[src/hdl/ieee488_status_pkg.sv]
/*
  Constants shared by the standard event and status byte logic:
  bit positions, event codes and the kinds of posted events.
  Assumes a SystemVerilog compiler; no other package is needed.
*/
package ieee488_status_pkg;

  // ---------------------------------------------------------------
  // Widths
  // ---------------------------------------------------------------
  localparam int EVENT_W = 16;
  localparam int STB_W = 8;
  localparam int CODE_W = 16;
  localparam int QUES_W = 16;
  localparam int OPER_W = 16;

  // ---------------------------------------------------------------
  // Standard event flag positions
  // ---------------------------------------------------------------
  localparam int BIT_OP_FINISHED = 0;
  localparam int BIT_CONTROL_REQUEST = 1;
  localparam int BIT_QUERY_FAULT = 2;
  localparam int BIT_DEVICE_FAULT = 3;
  localparam int BIT_EXECUTION_FAULT = 4;
  localparam int BIT_SYNTAX_FAULT = 5;
  localparam int BIT_USER_REQUEST = 6;
  localparam int BIT_POWER_ON = 7;
  localparam int FLAG_COUNT = 8;

  // ---------------------------------------------------------------
  // Status byte positions
  // ---------------------------------------------------------------
  localparam int SB_QUEUE_NONEMPTY = 2;
  localparam int SB_QUESTIONABLE = 3;
  localparam int SB_RESPONSE_READY = 4;
  localparam int SB_EVENT_GROUP = 5;
  localparam int SB_MASTER = 6;
  localparam int SB_OPERATION = 7;

  // ---------------------------------------------------------------
  // Reset values and event codes (two's complement)
  // ---------------------------------------------------------------
  localparam logic [EVENT_W-1:0] EVENT_RESET = 16'h0000;
  localparam logic [STB_W-1:0] STB_RESET = 8'h00;
  localparam logic [CODE_W-1:0] CODE_RESET = 16'h0000;
  localparam logic [CODE_W-1:0] CODE_OP_COMPLETE = 16'hfce0; // -800
  localparam logic [CODE_W-1:0] CODE_USER_REQUEST = 16'hfda8; // -600
  localparam logic [CODE_W-1:0] CODE_QUERY_FAULT = 16'hfe70; // -400

  // Class of an event posted by the parser or instrument logic
  typedef enum logic [1:0] {
    POST_DEVICE = 2'h0,
    POST_EXECUTION = 2'h1,
    POST_SYNTAX = 2'h2
  } post_kind_t;

  // Operation-complete tracking, Gray along idle -> armed
  typedef enum logic {
    OPC_IDLE = 1'b0,
    OPC_ARMED = 1'b1
  } opc_state_t;

endpackage

[src/hdl/event_flag_cell.sv]
/*
  One sticky event flag: set by a pulse, cleared by a pulse.
  Assumes set and clear are single-cycle pulses in the sys_clk domain.
*/
`timescale 1ns/1ps
`default_nettype none

module event_flag_cell (
  input wire logic sys_clk,
  input wire logic rst_n,
  input wire logic set_pulse,
  input wire logic clear_pulse,
  output logic flag
);

  logic flag_reg;
  logic flag_next;

  // Set wins over a clear in the same cycle
  always_comb begin
    flag_next = flag_reg;
    if (clear_pulse) begin
      flag_next = 1'b0;
    end
    if (set_pulse) begin
      flag_next = 1'b1;
    end
  end

  // Flag storage
  always_ff @(posedge sys_clk or negedge rst_n) begin
    if (!rst_n) begin
      flag_reg <= 1'b0;
    end else begin
      flag_reg <= flag_next;
    end
  end

  assign flag = flag_reg;

endmodule // event_flag_cell

`default_nettype wire

[src/hdl/ieee488_event_status_byte.sv]
/*
  Standard event flags and summary status byte of an instrument's
  status reporting. Events set the flags directly, beside the post path
  that feeds the error/event queue; the queue store, enable
  registers and sub-register trees live outside this block.
  Assumes every input except user_request_pin is on sys_clk; command
  strobes are one-cycle pulses from the command decoder.
*/
// Functional notes
// - Operation-complete request plus nothing pending sets bit 0, posts -800
// - Control-request flag, bit 1, always reads zero
// - Reading response data with nothing present or pending sets bit 2
// - Instrument-specific error sets device-fault flag, bit 3
// - Out-of-range or unsupported parameter sets execution-fault flag, bit 4
// - Syntax error, unknown header or embedded trigger sets bit 5
// - Unmasked local user-request activation sets bit 6, posts -600
// - Power-on flag bit 7 and reserved bits 8 to 15 read zero
// - Event flags are set by the event pulses; of same-cycle events only one is posted
// - Serial poll answer carries service request indication in bit 6
// - Serial poll leaves the status byte unchanged
// - Status query returns byte with master summary, altering nothing
// - Status bit 2 set while the error/event queue has entries
// - Status bit 3 set when an enabled questionable bit is set
// - Status bit 4 set while response bytes wait, clear when empty
// - Status bit 5 summarises the standard event flags
// - Status bit 6 is master summary, any reason to request service
// - Status bit 7 set when any operation status bit is set
// - Reading the standard event flags clears them all, except a flag whose event arrives in the same cycle
// - Master summary ORs bits 0-5 and 7 each ANDed with service enable
// - Event-summary enable picks which flags feed status bit 5
// - Clear-status clears flags, disarms operation-complete, pulses error queue and event register clears
`timescale 1ns/1ps
`default_nettype none

module ieee488_event_status_byte (
  input wire logic sys_clk,
  input wire logic rst_n,
  // Command strobes from the command decoder
  input wire logic opc_command,
  input wire logic ops_pending,
  input wire logic event_flags_read,
  input wire logic status_query,
  input wire logic serial_poll,
  input wire logic clear_status,
  // Response data attempt and output queue state
  input wire logic response_read,
  input wire logic output_queue_empty,
  input wire logic response_pending,
  // Error postings from parser and instrument logic
  input wire logic ext_post_valid,
  input wire logic [1:0] ext_post_kind,
  input wire logic [15:0] ext_post_code,
  // Local user-request control and its mask
  input wire logic user_request_pin,
  input wire logic user_request_unmask,
  // Queue occupancy, enables and sub-register state
  input wire logic error_queue_nonempty,
  input wire logic [7:0] event_summary_enable,
  input wire logic [7:0] service_request_enable,
  input wire logic [15:0] questionable_event,
  input wire logic [15:0] questionable_enable,
  input wire logic [15:0] operation_event,
  // Answers
  output logic [15:0] standard_event_flags,
  output logic flags_read_valid,
  output logic [7:0] summary_status_byte,
  output logic [7:0] poll_response,
  output logic poll_valid,
  output logic [7:0] query_response,
  output logic query_valid,
  output logic service_request,
  // Error/event queue posting and clear
  output logic queue_post_valid,
  output logic [15:0] queue_post_code,
  output logic queue_clear,
  output logic event_registers_clear
);

  // ---------------------------------------------------------------
  // User-request pin synchroniser and edge detect
  // ---------------------------------------------------------------
  logic urq_meta_reg;
  logic urq_sync_reg;
  logic urq_last_reg;
  logic urq_meta_next;
  logic urq_sync_next;
  logic urq_last_next;
  logic urq_activated;

  // Two flip-flops before any logic reads the pin
  always_comb begin
    urq_meta_next = user_request_pin;
    urq_sync_next = urq_meta_reg;
    urq_last_next = urq_sync_reg;
  end

  always_ff @(posedge sys_clk or negedge rst_n) begin
    if (!rst_n) begin
      urq_meta_reg <= 1'b0;
      urq_sync_reg <= 1'b0;
      urq_last_reg <= 1'b0;
    end else begin
      urq_meta_reg <= urq_meta_next;
      urq_sync_reg <= urq_sync_next;
      urq_last_reg <= urq_last_next;
    end
  end

  // Activation is a rising edge of the synchronised control, unmasked
  assign urq_activated = urq_sync_reg && !urq_last_reg
    && user_request_unmask;

  // ---------------------------------------------------------------
  // Operation-complete tracking
  // ---------------------------------------------------------------
  ieee488_status_pkg::opc_state_t opc_state_reg;
  ieee488_status_pkg::opc_state_t opc_state_next;
  logic opc_fire;

  // Armed by the command, fires once nothing is pending
  always_comb begin
    opc_state_next = opc_state_reg;
    opc_fire = 1'b0;
    case (opc_state_reg)
      ieee488_status_pkg::OPC_IDLE: begin
        if (opc_command && !ops_pending) begin
          opc_fire = 1'b1;
        end else if (opc_command) begin
          opc_state_next = ieee488_status_pkg::OPC_ARMED;
        end
      end
      ieee488_status_pkg::OPC_ARMED: begin
        if (clear_status) begin
          opc_state_next = ieee488_status_pkg::OPC_IDLE;
        end else if (!ops_pending) begin
          opc_fire = 1'b1;
          opc_state_next = ieee488_status_pkg::OPC_IDLE;
        end
      end
      default: begin
        opc_state_next = ieee488_status_pkg::OPC_IDLE;
      end
    endcase
  end

  always_ff @(posedge sys_clk or negedge rst_n) begin
    if (!rst_n) begin
      opc_state_reg <= ieee488_status_pkg::OPC_IDLE;
    end else begin
      opc_state_reg <= opc_state_next;
    end
  end

  // ---------------------------------------------------------------
  // Event detection and queue posting
  // ---------------------------------------------------------------
  logic query_fault;
  logic ext_device;
  logic ext_execution;
  logic ext_syntax;
  logic [7:0] flag_set;

  // Reading with nothing present or pending loses data
  assign query_fault = response_read && output_queue_empty
    && !response_pending;

  // Class decode of external postings
  assign ext_device = ext_post_valid
    && (ext_post_kind == ieee488_status_pkg::POST_DEVICE);
  assign ext_execution = ext_post_valid
    && (ext_post_kind == ieee488_status_pkg::POST_EXECUTION);
  assign ext_syntax = ext_post_valid
    && (ext_post_kind == ieee488_status_pkg::POST_SYNTAX);

  // Set pulses, taken from the same event sources as the queue postings
  always_comb begin
    flag_set = '0;
    flag_set[ieee488_status_pkg::BIT_OP_FINISHED] = opc_fire;
    flag_set[ieee488_status_pkg::BIT_QUERY_FAULT] = query_fault;
    flag_set[ieee488_status_pkg::BIT_DEVICE_FAULT] = ext_device;
    flag_set[ieee488_status_pkg::BIT_EXECUTION_FAULT] = ext_execution;
    flag_set[ieee488_status_pkg::BIT_SYNTAX_FAULT] = ext_syntax;
    flag_set[ieee488_status_pkg::BIT_USER_REQUEST] = urq_activated;
  end

  logic post_valid_reg;
  logic post_valid_next;
  logic [15:0] post_code_reg;
  logic [15:0] post_code_next;

  // One posting a cycle; internal events take priority
  always_comb begin
    post_valid_next = 1'b1;
    post_code_next = post_code_reg;
    if (opc_fire) begin
      post_code_next = ieee488_status_pkg::CODE_OP_COMPLETE;
    end else if (urq_activated) begin
      post_code_next = ieee488_status_pkg::CODE_USER_REQUEST;
    end else if (query_fault) begin
      post_code_next = ieee488_status_pkg::CODE_QUERY_FAULT;
    end else if (ext_post_valid) begin
      post_code_next = ext_post_code;
    end else begin
      post_valid_next = 1'b0;
    end
  end

  always_ff @(posedge sys_clk or negedge rst_n) begin
    if (!rst_n) begin
      post_valid_reg <= 1'b0;
      post_code_reg <= ieee488_status_pkg::CODE_RESET;
    end else begin
      post_valid_reg <= post_valid_next;
      post_code_reg <= post_code_next;
    end
  end

  // ---------------------------------------------------------------
  // Sticky standard event flags
  // ---------------------------------------------------------------
  logic flags_clear;
  logic [7:0] flag_q;
  logic [15:0] event_word;

  // A read or clear-status empties the flags; set still wins
  assign flags_clear = event_flags_read || clear_status;

  genvar gi;
  generate
    for (gi = 0; gi < ieee488_status_pkg::FLAG_COUNT; gi++) begin : g_flag
      if (gi == ieee488_status_pkg::BIT_CONTROL_REQUEST ||
          gi == ieee488_status_pkg::BIT_POWER_ON) begin : g_zero
        assign flag_q[gi] = 1'b0;
      end else begin : g_cell
        event_flag_cell u_cell (
          .sys_clk(sys_clk),
          .rst_n(rst_n),
          .set_pulse(flag_set[gi]),
          .clear_pulse(flags_clear),
          .flag(flag_q[gi])
        );
      end
    end
  endgenerate

  // Reserved upper byte reads zero
  assign event_word = {8'h00, flag_q};

  // ---------------------------------------------------------------
  // Status byte summaries, recomputed every cycle
  // ---------------------------------------------------------------
  logic event_group_summary;
  logic questionable_summary;
  logic response_ready_summary;
  logic operation_summary;
  logic master_summary;
  logic [7:0] stb_core;
  logic [7:0] stb_full;

  assign event_group_summary =
    |(flag_q & event_summary_enable);
  assign questionable_summary =
    |(questionable_event & questionable_enable);
  assign response_ready_summary = !output_queue_empty;
  assign operation_summary = |operation_event;

  // Byte without bit 6; bits 0 and 1 are unused
  always_comb begin
    stb_core = ieee488_status_pkg::STB_RESET;
    stb_core[ieee488_status_pkg::SB_QUEUE_NONEMPTY] =
      error_queue_nonempty;
    stb_core[ieee488_status_pkg::SB_QUESTIONABLE] = questionable_summary;
    stb_core[ieee488_status_pkg::SB_RESPONSE_READY] =
      response_ready_summary;
    stb_core[ieee488_status_pkg::SB_EVENT_GROUP] = event_group_summary;
    stb_core[ieee488_status_pkg::SB_OPERATION] = operation_summary;
  end

  // Enabled reasons for service, bit 6 excluded by construction
  assign master_summary = |(stb_core & service_request_enable);

  // Full byte with master summary in bit 6
  always_comb begin
    stb_full = stb_core;
    stb_full[ieee488_status_pkg::SB_MASTER] = master_summary;
  end

  // ---------------------------------------------------------------
  // Registered answers
  // ---------------------------------------------------------------
  logic [15:0] flags_out_reg;
  logic [15:0] flags_out_next;
  logic flags_valid_reg;
  logic flags_valid_next;
  logic [7:0] stb_reg;
  logic [7:0] stb_next;
  logic [7:0] poll_reg;
  logic [7:0] poll_next;
  logic poll_valid_reg;
  logic poll_valid_next;
  logic [7:0] query_reg;
  logic [7:0] query_next;
  logic query_valid_reg;
  logic query_valid_next;
  logic srq_reg;
  logic srq_next;
  logic qclear_reg;
  logic qclear_next;

  // Capture answers; polls and queries only sample
  always_comb begin
    flags_out_next = flags_out_reg;
    flags_valid_next = event_flags_read;
    if (event_flags_read) begin
      flags_out_next = event_word;
    end
    stb_next = stb_full;
    srq_next = master_summary;
    poll_valid_next = serial_poll;
    poll_next = poll_reg;
    if (serial_poll) begin
      poll_next = stb_full;
    end
    query_valid_next = status_query;
    query_next = query_reg;
    if (status_query) begin
      query_next = stb_full;
    end
    qclear_next = clear_status;
  end

  always_ff @(posedge sys_clk or negedge rst_n) begin
    if (!rst_n) begin
      flags_out_reg <= ieee488_status_pkg::EVENT_RESET;
      flags_valid_reg <= 1'b0;
      stb_reg <= ieee488_status_pkg::STB_RESET;
      poll_reg <= ieee488_status_pkg::STB_RESET;
      poll_valid_reg <= 1'b0;
      query_reg <= ieee488_status_pkg::STB_RESET;
      query_valid_reg <= 1'b0;
      srq_reg <= 1'b0;
      qclear_reg <= 1'b0;
    end else begin
      flags_out_reg <= flags_out_next;
      flags_valid_reg <= flags_valid_next;
      stb_reg <= stb_next;
      poll_reg <= poll_next;
      poll_valid_reg <= poll_valid_next;
      query_reg <= query_next;
      query_valid_reg <= query_valid_next;
      srq_reg <= srq_next;
      qclear_reg <= qclear_next;
    end
  end

  // Output wiring straight from flip-flops
  assign standard_event_flags = flags_out_reg;
  assign flags_read_valid = flags_valid_reg;
  assign summary_status_byte = stb_reg;
  assign poll_response = poll_reg;
  assign poll_valid = poll_valid_reg;
  assign query_response = query_reg;
  assign query_valid = query_valid_reg;
  assign service_request = srq_reg;
  assign queue_post_valid = post_valid_reg;
  assign queue_post_code = post_code_reg;
  assign queue_clear = qclear_reg;
  assign event_registers_clear = qclear_reg;

endmodule // ieee488_event_status_byte

`default_nettype wire

[config.mk]
export PLATFORM = sky130hd
export DESIGN_NAME = ieee488_event_status_byte
export DESIGN_NICKNAME = d
export VERILOG_FILES = /design/src/hdl/ieee488_status_pkg.sv /design/src/hdl/event_flag_cell.sv /design/src/hdl/ieee488_event_status_byte.sv
export SDC_FILE = /design/constraint.sdc
export NUM_CORES = 1
export LEC_CHECK = 0
export BUFFER_PORTS_ARGS = -buffer_cell sky130_fd_sc_hd__buf_2
export CORE_ASPECT_RATIO = 0.7
export CORE_UTILIZATION = 40
export CTS_CLUSTER_DIAMETER = 100
export DETAILED_ROUTE_END_ITERATION = 10
export GPL_ROUTABILITY_DRIVEN = 1
export PLACE_DENSITY = 0.86
export SYNTH_ARGS = -nofsm -noshare
export SYNTH_HDL_FRONTEND = slang
export SYNTH_SLANG_ARGS = --single-unit
[constraint.sdc]
create_clock -name sys_clk -period 2.45 [get_ports sys_clk]
set_input_delay 0.3675 -clock sys_clk [delete_from_list [all_inputs] [get_ports sys_clk]]
set_output_delay 0.3675 -clock sys_clk [all_outputs]
set_load 0.05 [all_outputs]
=== After elaboration in Yosys (flattened, before gate mapping) ===
Index checks and enable logic that the tools add are counted.
W data, S select, Z words.

* Word-level logic and storage cells: 76
* Bits in registers: 56
* Output and inout bits: 63
* Input port bits: 97

* Bitwise operators: 4
* Eq/ne operators: 2
* Reductions and logical operators: 25
* Muxes and demuxes: 24

{| class="wikitable"
|+ Operators by type and width
! operator !! number
|-
| $mux W16 || 4
|-
| $reduce_or A16 Y1 || 2
|-
| $mux W1 || 18
|-
| $and A16 B16 Y16 || 1
|-
| $reduce_or A8 Y1 || 2
|-
| $reduce_bool A2 Y1 || 6
|-
| $and A7 B8 Y8 || 1
|-
| $and A8 B8 Y8 || 1
|-
| $logic_and A1 B1 Y1 || 8
|-
| $logic_not A1 Y1 || 4
|-
| $pmux W1 S2 || 2
|-
| $reduce_bool A4 Y1 || 1
|-
| $eq A2 B1 Y1 const B || 1
|-
| $eq A2 B2 Y1 const B || 1
|-
| $logic_not A2 Y1 || 1
|-
| $logic_or A1 B1 Y1 || 1
|-
| $not A1 Y1 || 1
|}

=== Depth between registers and ports, before layout ===
* Depth in word-level cells: 5
* Mapped depth: 5
* Mapped depth without buffers: 5

=== Hierarchy ===
From an unflattened synthesis, not the netlist that was laid out.

* Cell total of the unflattened synthesis: 204
* Area total of the unflattened synthesis: 2429.8 µm²

{| class="wikitable"
|+ Modules (own cells, without submodules)
! module !! seq. area each (µm²) !! times used !! area each (µm²) !! cells an instance
|-
| ieee488_event_status_byte || 1226.2 || 1 || 2212.1 || 186
|-
| event_flag_cell || 25.0 || 6 || 36.3 || 3
|}

=== Worst setup path after synthesis ===
OpenSTA, ideal clock, no wires.

* Path kind: input-to-reg
* Start: in questionable_event[3]
* End: reg poll_reg[6], in the netlist poll_response[6]
* Cell stages on the path: 5
* Arrival time: 1.165 ns
* Buffers on the path: 1
* Data required time: 2.312 ns
* Library setup time: 0.138 ns
* Slack: 1.147 ns
* Cells stage by stage: a22o_1 > a221oi_1 > and4_1 > buf_2 > o211ai_1

* Longest elaborated chain between the ends: 4

{| class="wikitable"
|+ Ends and longest elaborated chain
! item !! line !! source
|-
| from (decl) || ieee488_event_status_byte.sv:60 || <nowiki>input wire logic [15:0] questionable_event,</nowiki>
|-
| $and A16 B16 Y16 || ieee488_event_status_byte.sv:263 || <nowiki>|(questionable_event & questionable_enable);</nowiki>
|-
| $reduce_or A16 Y1 || ieee488_event_status_byte.sv:263 ||
|-
| $and A8 B8 Y8 || ieee488_event_status_byte.sv:280 || <nowiki>assign master_summary = |(stb_core & service_request_enable);</nowiki>
|-
| $reduce_or A8 Y1 || ieee488_event_status_byte.sv:280 ||
|-
| to (signal assigned) || ieee488_event_status_byte.sv:337 || <nowiki>poll_reg <= ieee488_status_pkg::STB_RESET;</nowiki>
|-
| to (signal assigned) || ieee488_event_status_byte.sv:347 || <nowiki>poll_reg <= poll_next;</nowiki>
|-
| to (decl) || ieee488_event_status_byte.sv:297 || <nowiki>logic [7:0] poll_reg;</nowiki>
|}

No other way between the ends.
A chain may end at the register's enable or synchronous reset.

=== Worst setup path in the final report ===
* Start: reg opc_state_reg
* End: reg post_code_reg[10], in the netlist queue_post_code[10]

* Longest elaborated chain between the ends: 3
* Elaborated cells on any way between the ends: 4
* Classes of those cells: mux: 2; bitwise: 1; reduce/logical: 1

{| class="wikitable"
|+ Ends and longest elaborated chain
! item !! line !! source
|-
| from (decl) || ieee488_event_status_byte.sv:116 || <nowiki>ieee488_status_pkg::opc_state_t opc_state_reg;</nowiki>
|-
| from (signal assigned) || ieee488_event_status_byte.sv:148 || <nowiki>opc_state_reg <= ieee488_status_pkg::OPC_IDLE;</nowiki>
|-
| from (signal assigned) || ieee488_event_status_byte.sv:150 || <nowiki>opc_state_reg <= opc_state_next;</nowiki>
|-
| $not A1 Y1 || -- ||
|-
| $pmux W1 S2 (*) || ieee488_event_status_byte.sv:124 || <nowiki>case (opc_state_reg)</nowiki>
|-
| $reduce_bool A4 Y1 (no source line) / $mux W16 (equally long branches) || -- ||
|-
| to (signal assigned) || ieee488_event_status_byte.sv:211 || <nowiki>post_code_reg <= ieee488_status_pkg::CODE_RESET;</nowiki>
|-
| to (signal assigned) || ieee488_event_status_byte.sv:214 || <nowiki>post_code_reg <= post_code_next;</nowiki>
|-
| to (decl) || ieee488_event_status_byte.sv:188 || <nowiki>logic [15:0] post_code_reg;</nowiki>
|}

Mark *: on every way between the ends. The rest lies on a longest branch, timed or not.

==> results_dict.tcl <==
set metrics [dict create \
    status "finished clean" \
    vias 1937 \
    rsz0062_at_grt "false" \
    synth_edf_count 0 \
    clockBufferDepth 2 \
    r2r_cells 4 \
    path_buf_inv 0 \
    grt_pass1_wl_um 9280 \
    grt-ovfl-total 0 \
    cts_buffers 5 \
    r2r_start "opc_state_reg" \
    final_common_cell "buf_2" \
    hpwl_um 4760 \
    min_period_ps 1423 \
    grt_usage_pct 19.72 \
    maxSlewViolCount 0 \
    hold_viol 0 \
    die_w_um 93.93 \
    clk_pin_slew_ps 90 \
    cts_tree "done" \
    clock_sinks 55 \
    postSynthCellCount 193 \
    routed_wl_um 5812 \
    place_ws_ps 781.3 \
    ir_worst_vdd_mv 0.3483 \
    portBuffers 138 \
    path_max_fanout 7 \
    tightest_slew_ps 749.1 \
    drv_cap 0 \
    initial_core_util_pct 41.32 \
    p_int_mw 1.404 \
    layout.cells.non_filler 407 \
    ys_ff_latch 55 \
    crit_type "flop to flop" \
    timing.fmax_ghz 0.7027 \
    combPwrFrac_pct 27.7 \
    cts_root_buf "clkbuf_8" \
    cp-end-kind "flop" \
    post-place-cells 399 \
    synth_top_area_share_pct 58.17 \
    ys_top_cells_by_area "dfrtp_1 (58%), buf_4 (5.7%), mux2_2 (5.7%)" \
    wl_per_cell_um 14.28 \
    fin_nets 428 \
    power_density_nw_per_um2 679.2 \
    timing.hold.ws_ps 124.1 \
    slowest_delay_ps 360 \
    detail-route-antenna-nets 0 \
    core-area_sq_um 5727 \
    final_cell_mix "buf_2 (138), dfrtp_1 (55), conb_1 (16)" \
    cts_resized 0 \
    post_cts_buffers 0 \
    hold_buffers 0 \
    via_per_inst 4.759 \
    ios 160 \
    htree_levels 2 \
    reg2reg_to "queue_post_code[10]" \
    required_ps 2640 \
    clock_power_share_pct 25.1 \
    synth_warnings 0 \
    drive_above_1_share_pct 51.20 \
    n_antenna_cell 0 \
    max_slew_margin_pct 50.06 \
    finalCritPeriodShare_pct 58.08 \
    grt_pass1_vias 1925 \
    post-route-util_pct 55.21 \
    insertion_delay_ps 300 \
    largest_reg_flops 16 \
    worstPathCellList "nand2b_1, a21o_1, nand4_2, o22a_1" \
    synth_ff_type "dfrtp_1" \
    ys_seq_area_share_pct 58.17 \
    total_power_mw 2.148 \
    grt_max_degree 35 \
    drt_iter0_drc 91 \
    avgSynthCellArea_sq_um 12.26 \
    leakage_nw 1.583 \
    die_area_sq_um 6231 \
    place_congestion 0.7517 \
    synthArstFlopShare_pct 100.0 \
    antenna_found_initial 0 \
    netlist_area_sq_um 2366 \
    worstPathArrival_ps 1610 \
    pwr-share-seq_pct 47.2 \
    finalSetupTns_ps 0 \
    clock_skew_ps 5.891 \
    place_area_sq_um 3062 \
    setup_viol 0 \
    yosysTopAreaCell "dfrtp_1" \
    drcViolationCount 0 \
    fp.dieH_um 66.35 \
    dr.pass1.iters 4 \
    start_kind "flop" \
    critPathTopFamily "compound AO/OA/AOI/OAI gates" \
    final_cell_area_sq_um 3162 \
    cpMaxStageDelayCell "dfrtp_1" \
    min_path_type "primary input to async pin" \
    num_rows 23 \
    p_sw_share_pct 34.63 \
    fin_ws_ps 1027 \
    switching_power_uw 743.6 \
    r2r_setup_slack_ps 1030 \
    area_growth_pct 33.63 \
    synth_cell_type_count 38 \
]
## worst reg2reg max path, cell delays in order, from the launching register on
cell and delay, ps:
dfrtp_1 360, nand2b_1 170, a21o_1 270, nand4_2 250
o22a_1 270
## synth_stat cells (2+ instances only)
| cell | instances |
|---|---|
| buf_4 | 18 |
| buf_2 | 2 |
| o21ai_0 | 2 |
| mux2_2 | 12 |
| nor2_1 | 11 |
| o31ai_1 | 2 |
| nand2_1 | 11 |
| a221oi_1 | 4 |
| inv_1 | 9 |
| a21oi_1 | 10 |
| nand2b_1 | 4 |
| clkbuf_1 | 4 |
| nor4_4 | 2 |
| nor4_2 | 3 |
| o211ai_1 | 3 |
| dfrtp_1 | 55 |
| mux2i_1 | 3 |
| a32o_1 | 3 |
| o22a_1 | 7 |
| a22o_1 | 8 |
| a22oi_1 | 3 |
## cell type report
class	instances	area, sq um
timing repair buffer	140	705.7
inverter	10	37.54
sequential	55	1376
multi-input combinational	119	848.3
tap	75	93.84
fill	532	2565
clock buffer	8	100.1
## worst max-delay path by stage
stage                            startpoint             endpoint  slack, ps  cells after the start
3_3_place_gp             operation_event[1]    query_response[6]        880                      5
4_1_cts        g_flag[2].g_cell.u_cell.flag     poll_response[6]       1030                      4
6_report                      opc_state_reg  queue_post_code[10]       1030                      4
5_1_grt        g_flag[2].g_cell.u_cell.flag     poll_response[6]        890                      4
3_5_place_dp             operation_event[2]     poll_response[6]        780                      5
2_1_floorplan         questionable_event[3]     poll_response[6]       1150                      5
## per-layer routing
layer	part of all wire [%]	global-route usage, %	routed length, um
met2	49	32.66	2875
met1	45	26.60	2589
met3	4.8	3.678	279
met5	0	0	0
met4	1.2	5.385	68
## power groups by stage
stage / registers [mW] / clock network [mW] / logic, mW
after floorplan: 1.25 / 0 / 0.203
after global placement: 1.03 / 0 / 0.586
after detailed placement: 1.03 / 0 / 0.599
after CTS: 1.01 / 0.551 / 0.599
after global routing: 1.02 / 0.591 / 0.632
final: 1.01 / 0.539 / 0.595
## cells by family after synthesis
family                 synth area share [%]
buffers and inverters                 8.355
flip-flops                            58.17
multiplexers                          6.981
other                                0.1585
AND/OR/NAND/NOR                       11.00
AO/OA/AOI/OAI                         15.34
No activity file was read; power rests on OpenSTA's default activity.
